[src/hcs_cfg.svh]
// Constants for the heater combustion sequencer.
`ifndef HCS_CFG_SVH
`define HCS_CFG_SVH
// Time base: clock period and the one-second sequencing tick.
`define HCS_CLK_NS      4
`define HCS_TICK_NS     1000000000
// Sequence times in seconds; HCS_OPTIME_MIN in minutes.
`define HCS_PREGLOW_S   13'h001E
`define HCS_PAUSE_S     13'h0003
`define HCS_RAMP_P_S    13'h0039
`define HCS_RAMP_D_S    13'h0038
`define HCS_HOLD_D_S    13'h000F
`define HCS_RAMP2_D_S   13'h0032
`define HCS_SUPERV_S    13'h002D
`define HCS_OPTIME_MIN  13'h004C
`define HCS_CIDLE_D_S   13'h0384
`define HCS_RD_PF_S     13'h00A8
`define HCS_RD_PP_S     13'h009D
`define HCS_RD_DF_S     13'h00AF
`define HCS_RD_DP_S     13'h0064
// Grace after a state change before a missing flame counts as flame loss.
`define HCS_FLAME_GRACE_S 13'h0003
// Temperatures in half-degree Celsius steps.
`define HCS_T_OVERHEAT  8'hD2
`define HCS_T_START     8'h78
`define HCS_T_OUTSIDE   8'h0A
`define HCS_T_PART      8'h90
`define HCS_T_IDLE      8'h99
`define HCS_T_RESUME    8'h8E
`define HCS_T_FULL_P    8'h70
`define HCS_T_FULL_D    8'h82
// Combustion air fan speed codes.
`define HCS_FAN_OFF     8'h00
`define HCS_FAN_START   8'h40
`define HCS_FAN_MID     8'hB0
`define HCS_FAN_NEAR    8'hF0
`define HCS_FAN_FULL    8'hFF
`define HCS_FAN_PART    8'h90
// Positions of the synchronised pins.
`define HCS_PIN_FLAME   0
`define HCS_PIN_OVHEAT  1
`define HCS_PIN_ENGINE  2
`define HCS_PIN_SWITCH  3
`define HCS_PIN_AUX     4
`define HCS_PIN_DIESEL  5
`define HCS_PIN_W       6
`endif

[src/hcs_pkg.sv]
// Types shared by the heater combustion sequencer modules.
package hcs_pkg;

  typedef enum logic [3:0] {
    HCS_IDLE    = 4'b0000,
    HCS_STANDBY = 4'b0001,
    HCS_PREGLOW = 4'b0010,
    HCS_PAUSE   = 4'b0011,
    HCS_RAMP1   = 4'b0100,
    HCS_HOLD    = 4'b0101,
    HCS_RAMP2   = 4'b0110,
    HCS_SUPERV  = 4'b0111,
    HCS_FULL    = 4'b1000,
    HCS_PART    = 4'b1001,
    HCS_CIDLE   = 4'b1010,
    HCS_RUNDOWN = 4'b1011,
    HCS_LOCK    = 4'b1100
  } hcs_state_t;

  typedef struct packed {
    hcs_state_t  st;
    logic [12:0] sec;
    logic [12:0] optime;
    logic        restarted;
    logic        from_full;
    logic        to_lock;
    logic        cidle_long;
    logic        run_prev;
    logic [7:0]  fan;
    logic        glow;
    logic        glow_sense;
    logic        dose_on;
    logic        dose_full;
    logic        pump;
    logic        cabin;
  } hcs_ctl_t;

  // Heater operating: start sequence, heating or control idle.
  function automatic logic hcs_active(input hcs_state_t s);
    return (s >= HCS_PREGLOW) && (s <= HCS_CIDLE);
  endfunction : hcs_active

  // Fuel is being dosed.
  function automatic logic hcs_burn(input hcs_state_t s);
    return (s >= HCS_PAUSE) && (s <= HCS_PART);
  endfunction : hcs_burn

  // Flame supervision through the glow element.
  function automatic logic hcs_watch(input hcs_state_t s);
    return (s == HCS_SUPERV) || (s == HCS_FULL) || (s == HCS_PART);
  endfunction : hcs_watch

endpackage : hcs_pkg

[src/hcs_if.sv]
// Carrier for synchronised pins and the one-second tick.
`timescale 1ns/10ps
`include "hcs_cfg.svh"
interface hcs_if;
  logic [`HCS_PIN_W-1:0] pins;
  logic                  tick;
  modport sync_mp (output pins);
  modport tick_mp (output tick);
  modport ctl_mp  (input pins, input tick);
endinterface : hcs_if

[src/hcs_sync.sv]
// Three-stage pin synchroniser with agreement filter.
`timescale 1ns/10ps
`include "hcs_cfg.svh"
module hcs_sync #(
  parameter int W = `HCS_PIN_W
) (
  // Clock and reset
  input  wire logic         i_clk,
  input  wire logic         i_rst,
  input  wire logic         i_ce,
  // Raw pins
  input  wire logic [W-1:0] i_pins,
  // Filtered pins
  hcs_if.sync_mp            bus
);
  typedef struct packed {
    logic [W-1:0] s1;
    logic [W-1:0] s2;
    logic [W-1:0] s3;
    logic [W-1:0] o;
  } hcs_sync_t;

  hcs_sync_t q;
  hcs_sync_t d;

  // Only the second and third stages are compared; the first only feeds the second.
  always_comb begin
    d    = q;
    d.s1 = i_pins;
    d.s2 = q.s1;
    d.s3 = q.s2;
    for (int i = 0; i < W; i++) begin
      if (q.s2[i] == q.s3[i]) begin
        d.o[i] = q.s3[i];
      end
    end
  end

  always_ff @(posedge i_clk or posedge i_rst) begin
    if (i_rst) begin
      q <= '0;
    end else if (i_ce) begin
      q <= d;
    end
  end

  assign bus.pins = q.o;
endmodule : hcs_sync

[src/hcs_tick.sv]
// One-second tick generator for the sequence timers.
`timescale 1ns/10ps
module hcs_tick #(
  parameter int TICK_CYCLES = 250000000
) (
  // Clock and reset
  input  wire logic i_clk,
  input  wire logic i_rst,
  input  wire logic i_ce,
  // Tick out
  hcs_if.tick_mp    bus
);
  localparam int CW = $clog2(TICK_CYCLES + 1);
  localparam logic [CW-1:0] LAST = CW'(TICK_CYCLES - 1);

  typedef struct packed {
    logic [CW-1:0] cnt;
    logic          tick;
  } hcs_tick_t;

  hcs_tick_t q;
  hcs_tick_t d;

  always_comb begin
    d      = q;
    d.tick = (q.cnt == LAST);
    d.cnt  = d.tick ? '0 : q.cnt + 1'b1;
  end

  always_ff @(posedge i_clk or posedge i_rst) begin
    if (i_rst) begin
      q <= '0;
    end else if (i_ce) begin
      q <= d;
    end
  end

  assign bus.tick = q.tick & i_ce;
endmodule : hcs_tick

[src/hcs_sequencer.sv]
// Heater combustion sequencer: start, flame watch, regulation, run-down.
// What this block does
// - Overheat above 105 C shuts the heater off.
// - Auxiliary variant runs the circulation pump while the heater operates.
// - Supplementary: engine start gives standby; start below 60 C and 5 C.
// - Start energises glow plug and fan; at 30 s dosing, fan pauses 3 s.
// - Petrol: fan ramps to nearly full load over 57 s.
// - Diesel: ramp 56 s, hold 15 s, ramp 50 s to nearly full.
// - At full-load fuel rate glow plug turns off and fan goes full.
// - Glow element watches the flame for 45 s and in normal operation.
// - No flame at start or flameout triggers one automatic restart.
// - Flame still absent after restart: stop fuel, lockout, fan run-down.
// - Full load changes to part load at 72 C.
// - Control idle at 76.5 C or after 76 minutes of heating.
// - From control idle resume part load at 71 C; 76.5 C idles again.
// - Petrol part load returns to full load at 56 C.
// - Diesel part load returns to full load at 65 C.
// - Diesel: idle over 900 s, then fall below 71 C gives full restart.
// - Supplementary engine-off stops combustion, fan runs down, then stops.
// - Petrol run-down is 168 s from full load, 157 s from part.
// - Diesel run-down is 175 s from full load, 100 s from part.
// - Auxiliary switch-on skips standby; glow, fan and pump start at once.
// - Auxiliary keeps pump, cabin fan and indicator on in control idle.
// - Auxiliary switch-off runs pump and fan down, then stops them.
`timescale 1ns/10ps
`include "hcs_cfg.svh"
module hcs_sequencer
  import hcs_pkg::*;
#(
  parameter int TICK_CYCLES = `HCS_TICK_NS / `HCS_CLK_NS
) (
  // Clock, reset and enable
  input  wire logic       i_clk,
  input  wire logic       i_rst,
  input  wire logic       i_ce,
  // Variant straps and user or engine requests
  input  wire logic       i_aux_variant,
  input  wire logic       i_diesel,
  input  wire logic       i_engine_on,
  input  wire logic       i_switch_on,
  // Sensing
  input  wire logic       i_flame,
  input  wire logic       i_overheat,
  input  wire logic [7:0] i_coolant,
  input  wire logic [7:0] i_outside,
  input  wire logic       i_outside_valid,
  // Actuators
  output logic            o_glow,
  output logic            o_glow_sense,
  output logic [7:0]      o_fan_speed,
  output logic            o_dose_on,
  output logic            o_dose_full,
  output logic            o_circ_pump,
  output logic            o_cabin_fan,
  output logic            o_indicator,
  // Status
  output logic            o_lockout,
  output logic [3:0]      o_state
);
  localparam logic [7:0] STEP_P  =
    8'((`HCS_FAN_NEAR - `HCS_FAN_START) / `HCS_RAMP_P_S);
  localparam logic [7:0] STEP_D  =
    8'((`HCS_FAN_MID - `HCS_FAN_START) / `HCS_RAMP_D_S);
  localparam logic [7:0] STEP_D2 =
    8'((`HCS_FAN_NEAR - `HCS_FAN_MID) / `HCS_RAMP2_D_S);
  localparam logic [12:0] OPTIME_S = 13'(`HCS_OPTIME_MIN * 60);

  hcs_if bus ();

  hcs_sync #(
    .W (`HCS_PIN_W)
  ) u_sync (
    .i_clk  (i_clk),
    .i_rst  (i_rst),
    .i_ce   (i_ce),
    .i_pins ({i_diesel, i_aux_variant, i_switch_on, i_engine_on,
              i_overheat, i_flame}),
    .bus    (bus.sync_mp)
  );

  hcs_tick #(
    .TICK_CYCLES (TICK_CYCLES)
  ) u_tick (
    .i_clk (i_clk),
    .i_rst (i_rst),
    .i_ce  (i_ce),
    .bus   (bus.tick_mp)
  );

  hcs_ctl_t q;
  hcs_ctl_t d;

  logic       flame;
  logic       ovh;
  logic       aux;
  logic       dsl;
  logic       run;
  logic       tick;
  logic       start_ok;
  logic       watch;
  logic [7:0] step;
  logic [7:0] t_full;
  logic [12:0] rd_len;

  assign flame  = bus.pins[`HCS_PIN_FLAME];
  assign ovh    = bus.pins[`HCS_PIN_OVHEAT];
  assign aux    = bus.pins[`HCS_PIN_AUX];
  assign dsl    = bus.pins[`HCS_PIN_DIESEL];
  assign tick   = bus.tick;
  assign run    = aux ? bus.pins[`HCS_PIN_SWITCH]
                      : bus.pins[`HCS_PIN_ENGINE];
  assign step   = dsl ? STEP_D : STEP_P;
  // Resumed dosing needs a few cycles before the flame is seen through the
  // synchroniser, so flame loss only counts after a short grace.
  assign watch  = hcs_watch(q.st) && (q.sec >= `HCS_FLAME_GRACE_S);
  assign t_full = dsl ? `HCS_T_FULL_D : `HCS_T_FULL_P;
  // The outside sensor is optional; without it only coolant gates start.
  assign start_ok = (i_coolant < `HCS_T_START) &&
                    (!i_outside_valid ||
                     ($signed(i_outside) < $signed(`HCS_T_OUTSIDE)));
  // Run-down length follows the load at switch-off; overheat and flame-loss run-downs use the full-load length.
  always_comb begin
    if (dsl) begin
      rd_len = q.from_full ? `HCS_RD_DF_S : `HCS_RD_DP_S;
    end else begin
      rd_len = q.from_full ? `HCS_RD_PF_S : `HCS_RD_PP_S;
    end
  end

  always_comb begin
    d          = q;
    d.run_prev = run;
    if (tick && (q.sec != '1)) begin
      d.sec = q.sec + 1'b1;
    end
    if (tick && ((q.st == HCS_FULL) || (q.st == HCS_PART))) begin
      d.optime = q.optime + 1'b1;
    end
    case (q.st)
      HCS_IDLE: begin
        d.fan = `HCS_FAN_OFF;
        if (run) begin
          d.restarted = 1'b0;
          d.sec       = '0;
          d.st        = aux ? HCS_PREGLOW : HCS_STANDBY;
        end
      end
      HCS_STANDBY: begin
        if (!run) begin
          d.st = HCS_IDLE;
        end else if (start_ok) begin
          d.st  = HCS_PREGLOW;
          d.sec = '0;
        end
      end
      HCS_PREGLOW: begin
        d.fan = `HCS_FAN_START;
        if (q.sec >= `HCS_PREGLOW_S) begin
          d.st  = HCS_PAUSE;
          d.sec = '0;
          d.fan = `HCS_FAN_OFF;
        end
      end
      HCS_PAUSE: begin
        if (q.sec >= `HCS_PAUSE_S) begin
          d.st  = HCS_RAMP1;
          d.sec = '0;
          d.fan = `HCS_FAN_START;
        end
      end
      HCS_RAMP1: begin
        if (tick) begin
          d.fan = q.fan + step;
        end
        if (dsl && (q.sec >= `HCS_RAMP_D_S)) begin
          d.st  = HCS_HOLD;
          d.sec = '0;
          d.fan = `HCS_FAN_MID;
        end else if (!dsl && (q.sec >= `HCS_RAMP_P_S)) begin
          d.st  = HCS_SUPERV;
          d.sec = '0;
          d.fan = `HCS_FAN_FULL;
        end
      end
      HCS_HOLD: begin
        if (q.sec >= `HCS_HOLD_D_S) begin
          d.st  = HCS_RAMP2;
          d.sec = '0;
        end
      end
      HCS_RAMP2: begin
        if (tick) begin
          d.fan = q.fan + STEP_D2;
        end
        if (q.sec >= `HCS_RAMP2_D_S) begin
          d.st  = HCS_SUPERV;
          d.sec = '0;
          d.fan = `HCS_FAN_FULL;
        end
      end
      HCS_SUPERV: begin
        if (q.sec >= `HCS_SUPERV_S) begin
          d.st     = HCS_FULL;
          d.sec    = '0;
          d.optime = '0;
        end
      end
      HCS_FULL: begin
        d.fan = `HCS_FAN_FULL;
        if (q.optime > OPTIME_S) begin
          d.st  = HCS_CIDLE;
          d.sec = '0;
        end else if (i_coolant >= `HCS_T_PART) begin
          d.st  = HCS_PART;
          d.sec = '0;
        end
      end
      HCS_PART: begin
        d.fan = `HCS_FAN_PART;
        if ((i_coolant >= `HCS_T_IDLE) || (q.optime > OPTIME_S)) begin
          d.st  = HCS_CIDLE;
          d.sec = '0;
        end else if (i_coolant <= t_full) begin
          d.st  = HCS_FULL;
          d.sec = '0;
        end
      end
      HCS_CIDLE: begin
        d.fan    = `HCS_FAN_OFF;
        d.optime = '0;
        if (q.sec >= `HCS_CIDLE_D_S) begin
          d.cidle_long = 1'b1;
        end
        if (dsl && q.cidle_long && (i_coolant < `HCS_T_RESUME)) begin
          d.st         = HCS_PREGLOW;
          d.sec        = '0;
          d.restarted  = 1'b0;
          d.cidle_long = 1'b0;
        end else if (!(dsl && q.cidle_long) &&
                     (i_coolant <= `HCS_T_RESUME)) begin
          d.st         = HCS_PART;
          d.sec        = '0;
          d.cidle_long = 1'b0;
        end
      end
      HCS_RUNDOWN: begin
        d.fan = q.from_full ? `HCS_FAN_FULL : `HCS_FAN_PART;
        if (q.sec >= rd_len) begin
          d.st  = q.to_lock ? HCS_LOCK : HCS_IDLE;
          d.sec = '0;
          d.fan = `HCS_FAN_OFF;
        end
      end
      HCS_LOCK: begin
        d.fan = `HCS_FAN_OFF;
        if (run && !q.run_prev) begin
          d.st  = HCS_IDLE;
          d.sec = '0;
        end
      end
      default: begin
        d.st  = HCS_IDLE;
        d.sec = '0;
      end
    endcase
    // Safety overrides, overheat first, then flame loss, then switch-off.
    if (hcs_active(q.st) && ovh) begin
      d.st        = HCS_RUNDOWN;
      d.sec       = '0;
      d.to_lock   = 1'b1;
      d.from_full = 1'b1;
    end else if (watch && !flame) begin
      d.sec = '0;
      if (q.restarted) begin
        d.st        = HCS_RUNDOWN;
        d.to_lock   = 1'b1;
        d.from_full = 1'b1;
      end else begin
        d.st        = HCS_PREGLOW;
        d.restarted = 1'b1;
      end
    end else if (hcs_active(q.st) && !run) begin
      d.st        = HCS_RUNDOWN;
      d.sec       = '0;
      d.to_lock   = 1'b0;
      d.from_full = (q.st != HCS_PART) && (q.st != HCS_CIDLE);
    end
    // Entry speeds follow the next state so the fan never lags a change.
    if (d.st != q.st) begin
      case (d.st)
        HCS_PREGLOW: d.fan = `HCS_FAN_START;
        HCS_FULL:    d.fan = `HCS_FAN_FULL;
        HCS_PART:    d.fan = `HCS_FAN_PART;
        HCS_CIDLE:   d.fan = `HCS_FAN_OFF;
        HCS_RUNDOWN: d.fan = d.from_full ? `HCS_FAN_FULL : `HCS_FAN_PART;
        default: ;
      endcase
    end
    // Actuator outputs decoded from the next state so they leave flops.
    d.glow       = (d.st >= HCS_PREGLOW) && (d.st <= HCS_RAMP2);
    d.glow_sense = hcs_watch(d.st);
    d.dose_on    = hcs_burn(d.st);
    d.dose_full  = (d.st == HCS_SUPERV) || (d.st == HCS_FULL);
    d.pump       = aux && (hcs_active(d.st) ||
                   ((d.st == HCS_RUNDOWN) && !d.to_lock));
    d.cabin      = aux && hcs_active(d.st);
  end

  always_ff @(posedge i_clk or posedge i_rst) begin
    if (i_rst) begin
      q <= '0;
    end else if (i_ce) begin
      q <= d;
    end
  end

  assign o_glow       = q.glow;
  assign o_glow_sense = q.glow_sense;
  assign o_fan_speed  = q.fan;
  assign o_dose_on    = q.dose_on;
  assign o_dose_full  = q.dose_full;
  assign o_circ_pump  = q.pump;
  assign o_cabin_fan  = q.cabin;
  assign o_indicator  = q.cabin;
  assign o_lockout    = (q.st == HCS_LOCK);
  assign o_state      = q.st;
endmodule : hcs_sequencer

[config.mk]
export PLATFORM = sky130hd
export DESIGN_NAME = hcs_sequencer
export DESIGN_NICKNAME = d
export VERILOG_FILES = /design/src/hcs_pkg.sv /design/src/hcs_if.sv /design/src/hcs_sync.sv /design/src/hcs_tick.sv /design/src/hcs_sequencer.sv
export VERILOG_INCLUDE_DIRS = /design/src
export SDC_FILE = /design/constraint.sdc
export NUM_CORES = 1
export LEC_CHECK = 0
export BUFFER_PORTS_ARGS = -buffer_cell sky130_fd_sc_hd__buf_4
export CAP_MARGIN = 20
export CORE_ASPECT_RATIO = 1.2
export CORE_MARGIN = 3
export CORE_UTILIZATION = 45
export CTS_CLUSTER_SIZE = 12
export DETAILED_ROUTE_END_ITERATION = 10
export MAX_ROUTING_LAYER = met4
export PLACE_DENSITY = 0.68
export SETUP_SLACK_MARGIN = 0.3
export SLEW_MARGIN = 15
export SYNTH_ARGS = -nofsm -noshare
export SYNTH_HDL_FRONTEND = slang
export SYNTH_SLANG_ARGS = --single-unit
[constraint.sdc]
create_clock -name i_clk -period 4.1 [get_ports i_clk]
set_input_delay 0.82 -clock i_clk [delete_from_list [all_inputs] [get_ports i_clk]]
set_output_delay 0.82 -clock i_clk [all_outputs]
set_load 0.005 [all_outputs]
After elaboration in Yosys (flattened, before gate mapping). Cells that the tools add are included.

Register bits: 102. Output and inout bits: 20.

Reductions and logical operators: 46. Magnitude comparators: 24. Bitwise operators: 1. $add $sub $neg: 5. Multiplexer cells: 62. Equality and inequality tests: 29.

Operators by type and width (count): 17-bit 2-to-1 mux (19); 17-bit one-hot mux with 13 select lines (1); 8-bit 2-to-1 mux (11); 8-bit one-hot mux with 8 select lines (1); 13-bit by 6-bit greater-or-equal comparator with 1-bit output (second input constant) (4); 8-bit one-hot mux with 5 select lines (1); 13-bit 2-to-1 mux (3); 4-bit equality test (second input constant) (9); 30-bit 2-to-1 mux (1); 28-bit by 1-bit adder with 28-bit output (second input constant) (1); 28-bit equality test (second input constant) (1); 28-bit 2-to-1 mux (1); 13-bit by 1-bit adder with 13-bit output (second input constant) (2); 13-bit one-hot mux with 2 select lines (1); 1-bit logical AND (21); 7-bit 2-to-1 mux (3); 4-bit by 3-bit equality test with 1-bit output (second input constant) (5); 8-bit greater-or-equal comparator (second input constant) (2); 13-bit by 10-bit greater-or-equal comparator with 1-bit output (second input constant) (1); 13-bit greater-or-equal comparator (1); 13-bit by 2-bit greater-or-equal comparator with 1-bit output (second input constant) (1); 13-bit by 4-bit greater-or-equal comparator with 1-bit output (second input constant) (1); 13-bit by 5-bit greater-or-equal comparator with 1-bit output (second input constant) (1); 13-bit > comparator (second input constant) (1); other kinds (29) (74).

Logic depth before layout (Yosys ltp).
Word-level depth: 13. Depth in mapped cells: 16. Depth with buffers taken out: 14.

By module. From an unflattened synthesis, not the netlist that was laid out.

Cells, all modules: 773. Area, all modules: 7058.0 µm².

By module, submodules not included: hcs_sequencer (instances 1, cells an instance 551, area an instance 4494.3 µm², sequential area each 1226.2 µm²); hcs_tick (instances 1, cells an instance 150, area an instance 1551.5 µm², sequential area each 725.7 µm²); hcs_sync (instances 1, cells an instance 72, area an instance 1012.2 µm², sequential area each 600.6 µm²).

Worst setup path before layout. No wires, ideal clock.

Path kind: reg2reg. Start: reg u_sync.q (netlist bit u_sync.bus.pins[5]). End: reg q (netlist bit o_fan_speed[3]). Cell stages (with the launch flop): 17. Arrival time: 3763 ps. Path buffers: 2. Slack: 200 ps. Clock period less this slack: 3900 ps. Cell sequence: dfrtp_1 -> clkbuf_1 -> inv_1 -> ha_1 -> inv_1 -> ha_1 -> nand3b_1 -> a211o_1 -> a21oi_1 -> o31ai_1 -> or4_1 -> buf_2 -> xor2_1 -> or4_4 -> o21a_4 -> nor2_1 -> a211oi_2.

Word-level cells in the longest chain between the ends: 12.

Ends and longest elaborated chain: start, declared (line hcs_sync.sv:23) `hcs_sync_t q;`; start signal, assigned (line hcs_sync.sv:41) `q <= '0;`; start signal, assigned (line hcs_sync.sv:43) `q <= d;`; parallel branches: the longest is 11 deep, another holds 13-bit greater-or-equal comparator; 8-bit 2-to-1 mux * (line hcs_sequencer.sv:289) `if (d.st != q.st) begin`; end signal, assigned (line hcs_sequencer.sv:311) `q <= '0;`; end signal, assigned (line hcs_sequencer.sv:313) `q <= d;`; end, declared (line hcs_sequencer.sv:90) `hcs_ctl_t q;`.

Mark *: on every way between the ends. A chain may end at the register's enable or synchronous reset.

Final worst setup path.
Start: reg q[34] (netlist name). End: reg q (netlist bit o_fan_speed[0]).

Word-level cells in the longest chain between the ends: 11.

Ends and longest elaborated chain: 13-bit by 6-bit greater-or-equal comparator with 1-bit output (no source line); 1-bit logical AND (line hcs_sequencer.sv:179) `` end else if (!dsl && (q.sec >= `HCS_RAMP_P_S)) begin ``; 17-bit 2-to-1 mux (line hcs_sequencer.sv:179); 17-bit 2-to-1 mux (line hcs_sequencer.sv:175) `` if (dsl && (q.sec >= `HCS_RAMP_D_S)) begin ``; 17-bit one-hot mux with 13 select lines (line hcs_sequencer.sv:139) `case (q.st)`; 17-bit 2-to-1 mux (line hcs_sequencer.sv:282) `end else if (hcs_active(q.st) && !run) begin`; 17-bit 2-to-1 mux (line hcs_sequencer.sv:272) `end else if (watch && !flame) begin`; 17-bit 2-to-1 mux (line hcs_sequencer.sv:267) `if (hcs_active(q.st) && ovh) begin`; 4-bit equality test / 4-bit by 2-bit equality test with 1-bit output (equally long branches) (line hcs_sequencer.sv:290) `case (d.st)`; 8-bit one-hot mux with 5 select lines (line hcs_sequencer.sv:290); 8-bit 2-to-1 mux * (line hcs_sequencer.sv:289).

Every way passes the cells marked *; elsewhere a longest branch is shown, timed or not.

==> run summary <==
status: complete, no violations
Hold Path Class: reg -> reg
CP peak stage delay: 0.56 ns
placed cell count: 1013
I/O Pins: 46
Seq/Total Area, Yosys: 37.9%
Worst setup SP type: flop
routed length per instance: 16.3 um
Via-to-Cell Ratio: 5.81
largest net degree at the start of global routing: 103
fmax: 0.274 GHz
final wirelength: 16.9 mm
Post-Syn Instances: 789
vias in the first global route: 5689
met3 Usage GRT: 2.26%
drt first pass iters: 5
Worst IR Drop VDD: 0.304 mV
met1 global-route usage: 26.9%
Setup CP Type: reg -> reg
routability cong.: 1.01
Setup-failing EPs final: 0
first-pass GRT wire length: 28.0 mm
Syn. warnings: 0
initial antenna violation count: 0
CP required: 4.36 ns
P&R area growth vs syn: 14.5%
worst-margin pin slew: 0.810 ns
syn_area_per_cell: 8.54 um2
H-tree levels: 3
leakage: 0.00335 uW
Pwr Density: 587 nW/um2
share of post-route cells with drive strength above 1: 16.5%
Cell Chain, Critical Path: nor4_2 -> nand4_2 -> a222oi_1 -> o2111ai_1 -> or4_4 -> xor2_1 -> or4_4 -> o21a_4 -> and3_4 -> a221oi_2
Clock Tree Buf Depth: 2
# hold bufs at CTS: 0
Clock Latency Late Sink: 0.35 ns
DRT iter0 DRCs: 513
IO Port Bufs: 44
R2R depth: 10
non-filler instance count after layout: 1036
Initial Utilization: 46.4%
endpoints failing hold: 0
gr busiest metal: met2
Final ANT Viol Nets: 0
CTS tree: built
clk root buf: clkbuf_16
count of cell types in the netlist: 78
number of synthesized register bits: 102
Crit. End Element: flop
Mapped Area: 6740 um2
RSZ-0062 raised after global routing: false
Max-Cap Viols: 0
GR Util All Layers: 21.1%
CTS Sinks: 102
Syn Nets: 841
vias: 6018
setup_tns: 0 ns
Tmin final: 3.64 ns
num rows: 48
HPWL after DPL: 12.2 mm
worst-path maximum fanout: 9
Slowest-stage cell, CP: or4_4
Final #Nets: 883
number of synthesized flops with an enable pin: 0
Die Ht: 140 um
Worst-path clk slew: 0.07 ns
Slew HR: 45.6%
met2 Use GR: 34.1%
gr ovfl total: 0
Finished Core Util: 53.1%
crit-path most repeated cell: or4_4
fraction of registers with async set or reset after synthesis: 100%
Core Area: 14500 um2
die area: 16500 um2
Die X: 118 um
diode count: 0
hold path depth: 1
Tcrit/Tclk final: 88.9%
clk_skew: 0.00858 ns
Layout fillers: 1359
Synth Flop Type: dfrtp_1
Num CTS Buffers: 9
fin. max-slew vios: 0
drt drc: 0
most frequent cells in the layout: dfrtp_1 (98), nand2_1 (84), nor2_1 (71), buf_4 (71), o21ai_0 (65)
CP arrival: 3.91 ns
most common cell after layout, fill and taps aside: dfrtp_1
## logic make-up (layout without fill, tap and decap cells)
| kind of cell | count (synthesis) | in the layout | synth area share (%) |
|---|---|---|---|
| flops | 102 | 102 | 37.9 |
| compound gates | 200 | 200 | 19.2 |
| simple gates | 314 | 314 | 23.7 |
| mux | 17 | 17 | 2.77 |
| xor+xnor | 45 | 45 | 5.85 |
| fa+ha+maj | 26 | 26 | 4.83 |
| buf+inv | 85 | 132 | 5.74 |
## cell type report
cell class	count	area, um2	share of cell area, %
Sequential cell	102	2560	33.1
Tap cell	200	250	3.24
Timing Repair Buffer	73	564	7.31
Inverter	43	164	2.12
Clock buffer	11	243	3.15
Multi-Input combinational cell	602	3870	50.2
Clock inverter	5	65.1	0.843
## where the power goes
part	internal, uW	switching [uW]	total, uW	leakage [uW]
clock network	497	399	896	0.000144
logic	980	1230	2210	0.00190
registers	1190	224	1420	0.00132
total	2670	1860	4530	0.00335
## stage by stage
step / cell area, um2 / hold WS (ns) / setup slack, ns / total power (uW)
4_1_cts: 7600 / 0.473 / 0.308 / 4450
6_report: 7710 / 0.470 / 0.455 / 4530
5_1_grt: 7710 / 0.499 / 0.307 / 4860
3_3_place_gp: 7280 / 0.454 / 0.279 / 3500
2_1_floorplan: 6740 / 0.438 / 0.333 / 2920
3_5_place_dp: 7280 / 0.458 / 0.207 / 3540
## critical path: cells and delay by family, from the launching register on
| kind | cells | cell delay, ns |
|---|---|---|
| AND/OR/NAND/NOR | 5 | 1.91 |
| AO/OA/AOI/OAI | 4 | 0.98 |
| flip-flops | 1 | 0.50 |
| XOR/XNOR | 1 | 0.16 |
## synthesized netlist by cell type (3+ instances only)
| cell type | number | area share (%) |
|---|---|---|
| a211o_1 | 4 | 0.52 |
| o221ai_1 | 3 | 0.39 |
| a41oi_1 | 3 | 0.39 |
| o22a_1 | 4 | 0.52 |
| xor2_1 | 21 | 2.7 |
| buf_4 | 13 | 1.4 |
| o2111ai_1 | 3 | 0.39 |
| a21oi_1 | 47 | 3.5 |
| nor3_1 | 18 | 1.3 |
| nor2_1 | 72 | 4.0 |
| buf_2 | 3 | 0.22 |
| a211oi_1 | 4 | 0.45 |
| o41ai_1 | 3 | 0.39 |
| o21ai_0 | 66 | 4.9 |
| mux2i_1 | 4 | 0.59 |
| nand4_1 | 17 | 1.6 |
| o22ai_1 | 5 | 0.46 |
| nand2b_1 | 6 | 0.56 |
| or4_1 | 4 | 0.45 |
| or3_1 | 11 | 1.0 |
| and4_1 | 3 | 0.39 |
| and3_1 | 15 | 1.4 |
| xnor2_1 | 24 | 3.1 |
| o211ai_1 | 4 | 0.45 |
| nor4_1 | 10 | 0.93 |
| nand3_1 | 38 | 2.8 |
| ha_1 | 26 | 4.8 |
| mux2_2 | 13 | 2.2 |
| a31oi_1 | 11 | 1.0 |
| a2bb2oi_1 | 4 | 0.52 |
| dfrtp_1 | 102 | 38 |
| nor2b_1 | 6 | 0.56 |
| a21o_1 | 3 | 0.33 |
| o31ai_1 | 8 | 0.89 |
| and2_1 | 6 | 0.56 |
| inv_1 | 43 | 2.4 |
| clkbuf_1 | 22 | 1.2 |
| nand2_1 | 84 | 4.7 |
## path summary, 6_finish.rpt
check                            start        endpoint  slack, ns
setup / recovery                 q[34]  o_fan_speed[0]       0.46
hold / removal             u_tick.q[7]     u_tick.q[7]       0.47
setup reg to reg                 q[34]  o_fan_speed[0]       0.46
hold reg to reg            u_tick.q[7]     u_tick.q[7]       0.47
max in group asynchronous        i_rst           q[33]       3.05
min in group asynchronous        i_rst           q[26]       0.59
## metal layers
layer | up-vias | wire, um
met5 | - | 0
met1 | 2856 | 7360
li1 | 2924 | -
met4 | 0 | 564
met3 | 44 | 843
met2 | 194 | 8150
## registers in the layout, summed over array words and instances (netlist names)
register and cells:
o_dose_on 1, o_state 4, o_glow 1, u_sync.d 12, o_glow_sense 1, o_circ_pump 1, q 31, u_sync.bus.pins 6
u_tick.q 29, o_dose_full 1, u_sync.q 6, o_fan_speed 8, o_cabin_fan 1
## repair_timing
item / in CTS / in global routing
pin swaps: 0 / 2
endpoints found under the setup margin: 8 / 11
resized for setup: 3 / 16
buffers inserted: 0 / 7
Power figures use the tool's default switching activity.
